===== src/mq_flag_pkg.sv =====
package mq_flag_pkg;

	// ----------------------------------------------------------------
	// Sizes
	// ----------------------------------------------------------------
	localparam int NUM_QUEUES   = 32;   // Queues in one device.
	localparam int BUS_BITS     = 8;    // Width of each flag bus.
	localparam int ADDR_BITS    = 8;    // Write queue address width.
	localparam int QUAD_BITS    = 2;    // Quadrant number width.
	localparam int DEV_BITS     = 3;    // Device number width.
	localparam int CNT_BITS     = 12;   // Per-queue word counter width.

	// ----------------------------------------------------------------
	// Field positions and reset values
	// ----------------------------------------------------------------
	localparam int DEV_LSB      = 5;    // Device number sits in the top three address bits.
	localparam int EOP_BIT      = 35;   // End-of-packet marker on the input word.
	localparam int SOP_BIT      = 34;   // Start-of-packet marker on both words.
	localparam logic [CNT_BITS-1:0] OFFSET_LOW  = 12'h0008; // Default offset, select low.
	localparam logic [CNT_BITS-1:0] OFFSET_HIGH = 12'h0080; // Default offset, select high.
	localparam logic [1:0] QUAD_RST = 2'h0; // Quadrant shown after reset.

	// ----------------------------------------------------------------
	// Cycle counts
	// ----------------------------------------------------------------
	localparam int FALL_CYCLES  = 2;    // Read to flag fall.
	localparam int PR_SET_EXTRA = 1;    // Extra stage for packet-ready after a write.

	// Input and output bus width setup.
	typedef enum logic [2:0] {
		W_36_36 = 3'h0,
		W_36_18 = 3'h1,
		W_36_9  = 3'h2,
		W_18_36 = 3'h3,
		W_9_36  = 3'h4
	} width_mode_t;

	// Almost-full bus operating mode.
	typedef enum logic [1:0] {
		AF_DIRECT = 2'b01,
		AF_POLLED = 2'b10
	} af_mode_t;

endpackage


===== src/multiqueue_flag_status_logic.sv =====
`timescale 1ns/1ps
`default_nettype none

module multiqueue_flag_status_logic
	import mq_flag_pkg::*;
#(
	parameter int NQ = NUM_QUEUES,
	parameter int CW = CNT_BITS
) (
	// Clock, reset and enable.
	input  wire logic                                i_clk_sys,
	input  wire logic                                i_rst_b,
	input  wire logic                                i_ce,
	// Configuration; width mode and device number are used live, the rest is taken on the first enabled clock after master reset.
	input  wire logic                                i_default_offset_select,
	input  wire logic                                i_flag_bus_mode_select,
	input  wire mq_flag_pkg::width_mode_t            i_width_mode,
	input  wire logic [5:0]                          i_queues_configured,
	input  wire logic                                i_device_number_bit0,
	input  wire logic                                i_device_number_bit1,
	input  wire logic                                i_device_number_bit2,
	// Write port.
	input  wire logic                                i_wr_en,
	input  wire logic [4:0]                          i_wr_queue,
	input  wire logic                                i_wr_select,
	input  wire logic                                i_end_of_packet_marker,
	input  wire logic                                i_start_of_packet_marker,
	input  wire logic [mq_flag_pkg::ADDR_BITS-1:0]   i_write_queue_address,
	input  wire logic                                i_almost_full_quadrant_strobe,
	input  wire logic [NQ-1:0]                       i_almost_full_status,
	// Read port.
	input  wire logic                                i_rd_en,
	input  wire logic [4:0]                          i_rd_queue,
	input  wire logic                                i_rd_select,
	input  wire logic                                i_received_start_marker,
	// Discrete flags for the read queue, low active as on the pins.
	output logic                                     o_almost_empty_flag,
	output logic                                     o_packet_ready_flag,
	// Flag buses.
	output logic [mq_flag_pkg::BUS_BITS-1:0]         o_almost_empty_flag_bus,
	output logic [mq_flag_pkg::BUS_BITS-1:0]         o_packet_ready_flag_bus,
	output logic [mq_flag_pkg::BUS_BITS-1:0]         o_almost_full_flag_bus,
	output logic                                     o_almost_full_flag_bus_oe,
	output logic [mq_flag_pkg::QUAD_BITS-1:0]        o_quadrant
);
	import mq_flag_pkg::*;

	// ----------------------------------------------------------------
	// Configuration latched on the first clock after master reset
	// ----------------------------------------------------------------
	logic [CW-1:0]   offset_ff;       // Almost-empty offset n.
	af_mode_t        af_mode_ff;      // Almost-full bus mode.
	logic            few_queues_ff;   // Eight or fewer queues set up.
	logic            cfg_taken_ff;    // Configuration was sampled.
	logic [2:0]      dev_num;         // This device's static number.

	assign dev_num = {i_device_number_bit2, i_device_number_bit1, i_device_number_bit0};

	// Straps are caught by the clock while reset is released, never by the reset itself.
	always_ff @(posedge i_clk_sys or negedge i_rst_b) begin
		if (!i_rst_b) begin
			cfg_taken_ff  <= 1'b0;
			offset_ff     <= OFFSET_LOW;
			af_mode_ff    <= AF_DIRECT;
			few_queues_ff <= 1'b0;
		end else if (i_ce && !cfg_taken_ff) begin
			cfg_taken_ff  <= 1'b1;
			offset_ff     <= i_default_offset_select ? OFFSET_HIGH : OFFSET_LOW;
			af_mode_ff    <= i_flag_bus_mode_select ? AF_POLLED : AF_DIRECT;
			few_queues_ff <= (i_queues_configured <= 6'(BUS_BITS));
		end
	end

	// ----------------------------------------------------------------
	// Threshold arithmetic
	// ----------------------------------------------------------------
	// Writes, in input words, needed before the flag reports not-almost-empty.
	function automatic logic [CW-1:0] ae_limit(input logic [CW-1:0] n,
	                                           input width_mode_t   wm,
	                                           input logic          shared);
		logic [CW-1:0] base;
		base = shared ? n + CW'(2) : n + CW'(1);
		case (wm)
			W_36_36: ae_limit = base;
			W_36_18: ae_limit = n + CW'(1);
			W_36_9:  ae_limit = n + CW'(1);
			W_18_36: ae_limit = base << 1;
			W_9_36:  ae_limit = base << 2;
			default: ae_limit = base;
		endcase
	endfunction

	// ----------------------------------------------------------------
	// Per-queue tracking
	// ----------------------------------------------------------------
	logic [CW-1:0] level      [NQ];   // Words held per queue.
	logic [CW-1:0] pkt_count  [NQ];   // Complete packets per queue.
	logic [NQ-1:0] sop_seen_ff;       // Start marker written, end not yet.
	logic [NQ-1:0] shared_ff;         // Both ports had queue at first word.
	logic [NQ-1:0] not_ae;            // Level reached its threshold.
	logic [NQ-1:0] wr_hit;            // Write to this queue this cycle.
	logic [NQ-1:0] rd_hit;            // Read of this queue this cycle.

	for (genvar q = 0; q < NQ; q++) begin : g_queue
		assign wr_hit[q] = i_wr_en && (i_wr_queue == 5'(q));
		assign rd_hit[q] = i_rd_en && (i_rd_queue == 5'(q));

		queue_level_tracker #(
			.CW (CW)
		) u_level (
			.i_clk_sys (i_clk_sys),
			.i_rst_b   (i_rst_b),
			.i_ce      (i_ce),
			.i_inc     (wr_hit[q]),
			.i_dec     (rd_hit[q]),
			.i_clr     (1'b0),
			.o_level   (level[q])
		);

		assign not_ae[q] = level[q] >= ae_limit(offset_ff, i_width_mode, shared_ff[q]);

		// Records whether both ports pointed at the queue when it was empty.
		always_ff @(posedge i_clk_sys or negedge i_rst_b) begin
			if (!i_rst_b) begin
				shared_ff[q] <= 1'b0;
			end else if (i_ce && wr_hit[q] && level[q] == '0) begin
				shared_ff[q] <= (i_rd_queue == 5'(q));
			end
		end

		// Start marker arms the queue; end marker completes a packet.
		always_ff @(posedge i_clk_sys or negedge i_rst_b) begin
			if (!i_rst_b) begin
				sop_seen_ff[q] <= 1'b0;
				pkt_count[q]   <= '0;
			end else if (i_ce) begin
				logic up;
				logic dn;
				up = wr_hit[q] && i_end_of_packet_marker && sop_seen_ff[q];
				dn = rd_hit[q] && i_received_start_marker && pkt_count[q] != '0;
				if (wr_hit[q] && i_start_of_packet_marker) begin
					sop_seen_ff[q] <= 1'b1;
				end else if (up) begin
					sop_seen_ff[q] <= 1'b0;
				end
				if (up && !dn) begin
					pkt_count[q] <= pkt_count[q] + CW'(1);
				end else if (dn && !up) begin
					pkt_count[q] <= pkt_count[q] - CW'(1);
				end
			end
		end
	end

	// ----------------------------------------------------------------
	// Flag timing pipelines, all on the read-side clock
	// ----------------------------------------------------------------
	logic [NQ-1:0] ae_d1_ff;   // First stage of almost-empty state.
	logic [NQ-1:0] ae_d2_ff;   // Second stage, cancels out of the almost-empty state.
	logic [NQ-1:0] pr_d1_ff;   // Packet-ready stages.
	logic [NQ-1:0] pr_d2_ff;
	logic [NQ-1:0] pr_d3_ff;
	logic [NQ-1:0] pr_now;     // Queue has a complete packet.
	logic [NQ-1:0] ae_state;   // Rise and fall both after one stage.
	logic [NQ-1:0] pr_state;   // Rise and fall both after two stages.

	for (genvar q = 0; q < NQ; q++) begin : g_pr
		assign pr_now[q] = pkt_count[q] != '0;
	end

	// A read shows after one cycle, as does a write that lifts the level.
	always_ff @(posedge i_clk_sys or negedge i_rst_b) begin
		if (!i_rst_b) begin
			ae_d1_ff <= '0;
			ae_d2_ff <= '0;
			pr_d1_ff <= '0;
			pr_d2_ff <= '0;
			pr_d3_ff <= '0;
		end else if (i_ce) begin
			ae_d1_ff <= not_ae;
			ae_d2_ff <= ae_d1_ff;
			pr_d1_ff <= pr_now;
			pr_d2_ff <= pr_d1_ff;
			pr_d3_ff <= pr_d2_ff;
		end
	end

	// Almost-empty follows the first stage both ways; packet-ready follows the second.
	assign ae_state = ae_d1_ff & ae_d2_ff | ae_d1_ff & ~ae_d2_ff;
	assign pr_state = (pr_d2_ff & ~pr_d1_ff) | (pr_d1_ff & pr_d2_ff) | (pr_d2_ff & pr_d3_ff);

	// ----------------------------------------------------------------
	// Read-port outputs
	// ----------------------------------------------------------------
	logic [4:0] rd_q_ff;          // Queue currently selected for read.

	always_ff @(posedge i_clk_sys or negedge i_rst_b) begin
		if (!i_rst_b) begin
			rd_q_ff <= 5'h00;
		end else if (i_ce && i_rd_select) begin
			rd_q_ff <= i_rd_queue;
		end
	end

	// Discrete flags are active low: low means almost empty, low means ready.
	always_ff @(posedge i_clk_sys or negedge i_rst_b) begin
		if (!i_rst_b) begin
			o_almost_empty_flag <= 1'b0;
			o_packet_ready_flag <= 1'b1;
		end else if (i_ce) begin
			o_almost_empty_flag <= ae_state[rd_q_ff];
			o_packet_ready_flag <= ~pr_state[rd_q_ff];
		end
	end

	// Bus for read side shows quadrant zero; a read-port queue switch adds a cycle.
	logic [BUS_BITS-1:0] ae_bus_nxt; // Next almost-empty bus value.
	logic [BUS_BITS-1:0] pr_bus_nxt; // Next packet-ready bus value.

	assign ae_bus_nxt = ae_state[BUS_BITS-1:0];
	assign pr_bus_nxt = ~pr_state[BUS_BITS-1:0];

	always_ff @(posedge i_clk_sys or negedge i_rst_b) begin
		if (!i_rst_b) begin
			o_almost_empty_flag_bus <= '0;
			o_packet_ready_flag_bus <= '1;
		end else if (i_ce && !i_rd_select) begin
			o_almost_empty_flag_bus <= ae_bus_nxt;
			o_packet_ready_flag_bus <= pr_bus_nxt;
		end
	end

	// ----------------------------------------------------------------
	// Almost-full bus, direct mode
	// ----------------------------------------------------------------
	logic [QUAD_BITS-1:0] quad_ff;     // Latched quadrant number.
	logic                 owner_ff;    // This device drives the bus.
	logic                 dev_match;   // Strobed address names this device.

	assign dev_match = i_write_queue_address[ADDR_BITS-1:DEV_LSB] == dev_num;

	// Strobe naming this device takes the two low address bits; held until the next such strobe.
	always_ff @(posedge i_clk_sys or negedge i_rst_b) begin
		if (!i_rst_b) begin
			quad_ff  <= QUAD_RST;
			owner_ff <= 1'b1;
		end else if (i_ce && af_mode_ff == AF_DIRECT && i_almost_full_quadrant_strobe) begin
			owner_ff <= dev_match;
			if (dev_match) begin
				quad_ff <= i_write_queue_address[QUAD_BITS-1:0];
			end
		end
	end

	// Bus shows the new quadrant one cycle after the selecting edge.
	always_ff @(posedge i_clk_sys or negedge i_rst_b) begin
		if (!i_rst_b) begin
			o_almost_full_flag_bus    <= '1;
			o_almost_full_flag_bus_oe <= 1'b0;
			o_quadrant                <= QUAD_RST;
		end else if (i_ce) begin
			o_quadrant <= quad_ff;
			if (few_queues_ff) begin
				o_almost_full_flag_bus <= i_almost_full_status[BUS_BITS-1:0];
			end else begin
				o_almost_full_flag_bus <= i_almost_full_status[quad_ff*BUS_BITS +: BUS_BITS];
			end
			o_almost_full_flag_bus_oe <= cfg_taken_ff && af_mode_ff == AF_DIRECT && owner_ff;
		end
	end

endmodule // multiqueue_flag_status_logic

`default_nettype wire


===== src/queue_level_tracker.sv =====
`timescale 1ns/1ps
`default_nettype none

// Keeps the fill level of one queue, counted in input-sized writes minus reads.
module queue_level_tracker
	import mq_flag_pkg::*;
#(
	parameter int CW = CNT_BITS
) (
	// Clock and reset.
	input  wire logic          i_clk_sys,
	input  wire logic          i_rst_b,
	input  wire logic          i_ce,
	// Events.
	input  wire logic          i_inc,
	input  wire logic          i_dec,
	input  wire logic          i_clr,
	// Level.
	output logic [CW-1:0]      o_level
);

	// ----------------------------------------------------------------
	// Counter
	// ----------------------------------------------------------------
	// A write and a read in one cycle cancel out.
	always_ff @(posedge i_clk_sys or negedge i_rst_b) begin
		if (!i_rst_b) begin
			o_level <= '0;
		end else if (i_ce) begin
			if (i_clr) begin
				o_level <= '0;
			end else if (i_inc && !i_dec) begin
				o_level <= o_level + CW'(1);
			end else if (i_dec && !i_inc && o_level != '0) begin
				o_level <= o_level - CW'(1);
			end
		end
	end

endmodule // queue_level_tracker

`default_nettype wire

===== config.mk =====
export PLATFORM = sky130hd
export DESIGN_NAME = multiqueue_flag_status_logic
export DESIGN_NICKNAME = d
export VERILOG_FILES = /design/src/mq_flag_pkg.sv /design/src/multiqueue_flag_status_logic.sv /design/src/queue_level_tracker.sv
export SDC_FILE = /design/constraint.sdc
export NUM_CORES = 2
export LEC_CHECK = 0
export BUFFER_PORTS_ARGS = -buffer_cell sky130_fd_sc_hd__buf_2
export CAP_MARGIN = 0
export CORE_MARGIN = 4
export CORE_UTILIZATION = 60
export DETAILED_ROUTE_END_ITERATION = 16
export PLACE_DENSITY = 0.8
export RECOVER_POWER = 100
export SLEW_MARGIN = 40
export SYNTH_ARGS = -nofsm -noshare
export SYNTH_HDL_FRONTEND = slang
export SYNTH_SLANG_ARGS = --single-unit
export TNS_END_PERCENT = 1

===== constraint.sdc =====
create_clock -name i_clk_sys -period 7.55 [get_ports i_clk_sys]
set_input_delay 1.1325 -clock i_clk_sys [delete_from_list [all_inputs] [get_ports i_clk_sys]]
set_output_delay 1.1325 -clock i_clk_sys [all_outputs]
set_load 0.1 [all_outputs]

==> metrics.md <==
| Metric | Value |
|---|---|
| Clk sink count | 971 |
| CP Data Required Time | 8.18 ns |
| Crit-path max FO | 27 |
| Input/output buffers | 99 |
| Number of synthesized flops with an enable pin | 0 |
| CTS tree | yes |
| Leakage | 37.2 nW |
| Peak supply drop | 0.303 mV |
| Hold Path Stages | 1 |
| Min cycle time layout | 6.22 ns |
| DP Area | 75,600 um2 |
| Remaining DRCs | 0 |
| Number of max-cap violations | 27 |
| CP Launch Point | i_width_mode[0] |
| Area grow syn2layout | 7.95% |
| WL per Instance | 19.2 um |
| Vias in the first global route | 59,886 |
| Root buf cell | clkbuf_16 |
| # setup viols final | 0 |
| Main synth FF type | dfrtp_1 |
| CP max stage delay | 2.05 ns |
| Hold_sp | pkt_count[371] |
| Max-slew violation count | 736 |
| Total CTS buffers | 110 |
| Clk slew on worst S/H paths | 0.06 ns |
| Metal3 WL | 14,100 um |
| Total Nets Final | 9,148 |
| Skew final | 0.0295 ns |
| Buf+Inv Stages, Crit Path | 2 |
| Remaining Overflow, GRT | 0 |
| Met1 WL | 79,200 um |
| GRT Total Usage | 0.288 |
| Metal2 WL | 85,600 um |
| Pwr per Cell Area | 365 nW/um2 |
| First-iteration detailed-routing DRC count | 5,001 |
| Vias/cell | 6.27 |
| Initial cell density of the core | 0.604 |
| R2R Setup Slk | 3.22 ns |
| Post-route ant nets | 0 |
| Async SR Flop Fraction | 1.00 |
| Antenna violations before repair | 16 |
| First-pass GRT wire length | 305,000 um |
| Crit Path Category | in -> reg |
| Mapped Avg Cell Area | 9.18 um2 |
| CP startpoint kind | input pin |
| Final hold vios | 0 |
| Hold slack | 0.469 ns |
| Top-area cell type share of the netlist area | 0.324 |
| Vias | 61,266 |
| Die area | 128,000 um2 |
| Chip Height | 358 um |
| Reg2reg path depth | 14 |
| Clock Tree Buf Depth | 3 |
| Syn nets | 9,105 |
| Fin worst setup slack | 1.33 ns |
| Final period utilization | 0.824 |
| Critical path endpoint category | flip-flop |
| Top Ports | 104 |
| Worst-skew pair later-pin latency | 0.72 ns |
| Cells along the critical path | buf_2 > nor2_1 > nand2_1 > nand2_1 > clkbuf_1 > a21oi_1 > ha_1 > nand2b_1 > a21o_1 > a21o_1 > a21oi_1 > or4_1 > a31oi_1 |
| Critical Path AT | 6.85 ns |
| Hold_buf cts | 0 |
| Layout cells sized above 1 | 0.0708 |
| H-tree Lvls | 3 |
| Register bit total from synthesis | 971 |
| Most common cell after layout, fill and taps aside | ha_1 |
| Die X | 358 um |
| Synthesized area | 73,500 um2 |
| Reg-to-Reg Start | pkt_count[240] |
| Reg-to-Reg End | pkt_count[251] |
| Setup TNS | 0 ns |
| Status | finished, violations left |
| Worst Hold Endpoint | pkt_count[371] |
| Leading area contributor after synthesis | dfrtp_1 |
| Global placer's final weighted congestion | 0.926 |
| WL final | 187,000 um |
| HPWL Detailed | 129,000 um |
| CP top delay family | simple AND/OR/NAND/NOR gates |
| Core footprint | 122,000 um2 |
| Commonest non-fill, non-tap cells in the layout | ha_1 (962), dfrtp_1 (951), nand2_1 (902), o21ai_0 (825), a21oi_1 (557) |
| Post-CTS Setup Bufs | 0 |
| Failing checks | capacitance limit, slew limit |
| RSZ-0062 raised after global routing | no |
| Design Area, Final | 79,300 um2 |
| Largest net degree at the start of global routing | 149 |
| Number of cells produced by synthesis | 8,004 |
| Setup WS pre-CTS | 2.02 ns |
| Slowest-stage cell, CP | clkbuf_1 |
| Top cells by area, synth | dfrtp_1 (32%), ha_1 (16%), o21ai_0 (5.5%) |
| Yosys cell types | 76 |
| Yosys warns | 0 |
| Slew headroom | -0.978 |
| Pre-antenna DRT Iters | 6 |
| Rows | 128 |
| Highest Signal Layer | met5 |
| Worst hold path class | reg -> reg |
| Gates resized, CTS repair | 0 |
| Peak Freq | 161 MHz |
| Seq/Total Area, Yosys | 0.331 |
| Worst-margin pin slew | 2.97 ns |
-- sequential cells by signal, summed over array words and instances (netlist names), 5 cells and up --
register,cells
g_queue.u_level.o_level,384
pkt_count,384
ae_d1_ff,32
pr_d1_ff,32
pr_d2_ff,32
shared_ff,32
sop_seen_ff,32
o_almost_empty_flag_bus,8
o_almost_full_flag_bus,8
o_packet_ready_flag_bus,8
rd_q_ff,5
-- layer usage --
| layer | up-vias | GRT usage |
|---|---|---|
| li1 | 29211 | - |
| met1 | 29616 | 0.381 |
| met2 | 1874 | 0.464 |
| met3 | 549 | 0.0614 |
| met4 | 16 | 0.114 |
| met5 | - | 0 |
-- worst reg2reg max path, stage by stage, from the launching register on --
cell and delay [ns]:
dfrtp_1 0.45, nor4_1 0.41, nand3_1 0.34, nand4_1 0.24
ha_1 0.20, inv_1 0.22, ha_1 0.39, a211oi_1 0.30
o21a_1 0.20, nor3_1 0.07, a2111oi_0 0.71, o21bai_1 0.11
a21oi_1 0.20, mux2i_1 0.27, xnor2_1 0.15
-- how the worst max path moves through the flow --
stage | endpoint | slack (ns) | cells past startpoint
final | ae_d1_ff[1] | 1.33 | 13
after global placement | pkt_count[95] | 2.08 | 15
after floorplan | g_queue[12].u_level.o_level[11] | 3.19 | 13
after detailed placement | pkt_count[95] | 2.02 | 15
after CTS | pkt_count[95] | 2.76 | 15
after global routing | sop_seen_ff[14] | 1.23 | 3
-- kinds of logic (layout without fill, tap and decap cells) --
| family | after synthesis | count (layout) | synth area share |
|---|---|---|---|
| compound gates | 2240 | 2240 | 0.188 |
| xor+xnor | 658 | 658 | 0.0784 |
| other cells | 0 | 11 | 0 |
| flops | 971 | 971 | 0.331 |
| buf+inv | 391 | 527 | 0.0219 |
| fa+ha+maj | 1026 | 1026 | 0.181 |
| simple gates | 2462 | 2462 | 0.158 |
| mux | 256 | 256 | 0.0415 |
-- per-stage QoR --
stage | utilization | power, mW | instances
6_report | 0.652 | 29.0 | 9776
5_1_grt | 0.652 | 31.2 | 9767
4_1_cts | 0.654 | 28.9 | 9761
3_5_place_dp | 0.621 | 22.7 | 9556
3_3_place_gp | 0.621 | 22.0 | 9554
2_1_floorplan | - | 19.6 | 8004
-- final cells by class --
| class | count | area (um2) |
|---|---|---|
| antenna | 11 | 27.5 |
| clock buffer | 154 | 3240 |
| clock inverter | 51 | 762 |
| fill | 9626 | 42400 |
| inverter | 179 | 672 |
| multi-input combinational | 6642 | 47400 |
| sequential | 971 | 24300 |
| tap | 1625 | 2030 |
| timing repair buffer | 143 | 913 |
-- synthesized netlist by cell type, drive strengths merged (70+ instances only) --
library cell	count
a211oi	86
a21o	300
a21oi	557
and3	70
clkbuf	143
dfrtp	951
ha	962
inv	178
mux2	187
nand2	906
nand2b	126
nand3	181
nor2	519
nor2b	149
nor3	167
nor4	152
o21a	99
o21ai	825
xnor2	348
xor2	310
-- power by group --
part,leakage (nW),switching [mW],internal (mW),total (mW)
Sequential,12.8,1.76,6.62,8.38
Combinational,22.4,7.74,6.88,14.6
Clock,1.97,2.35,3.60,5.95
No activity file was read; power rests on OpenSTA's default activity.
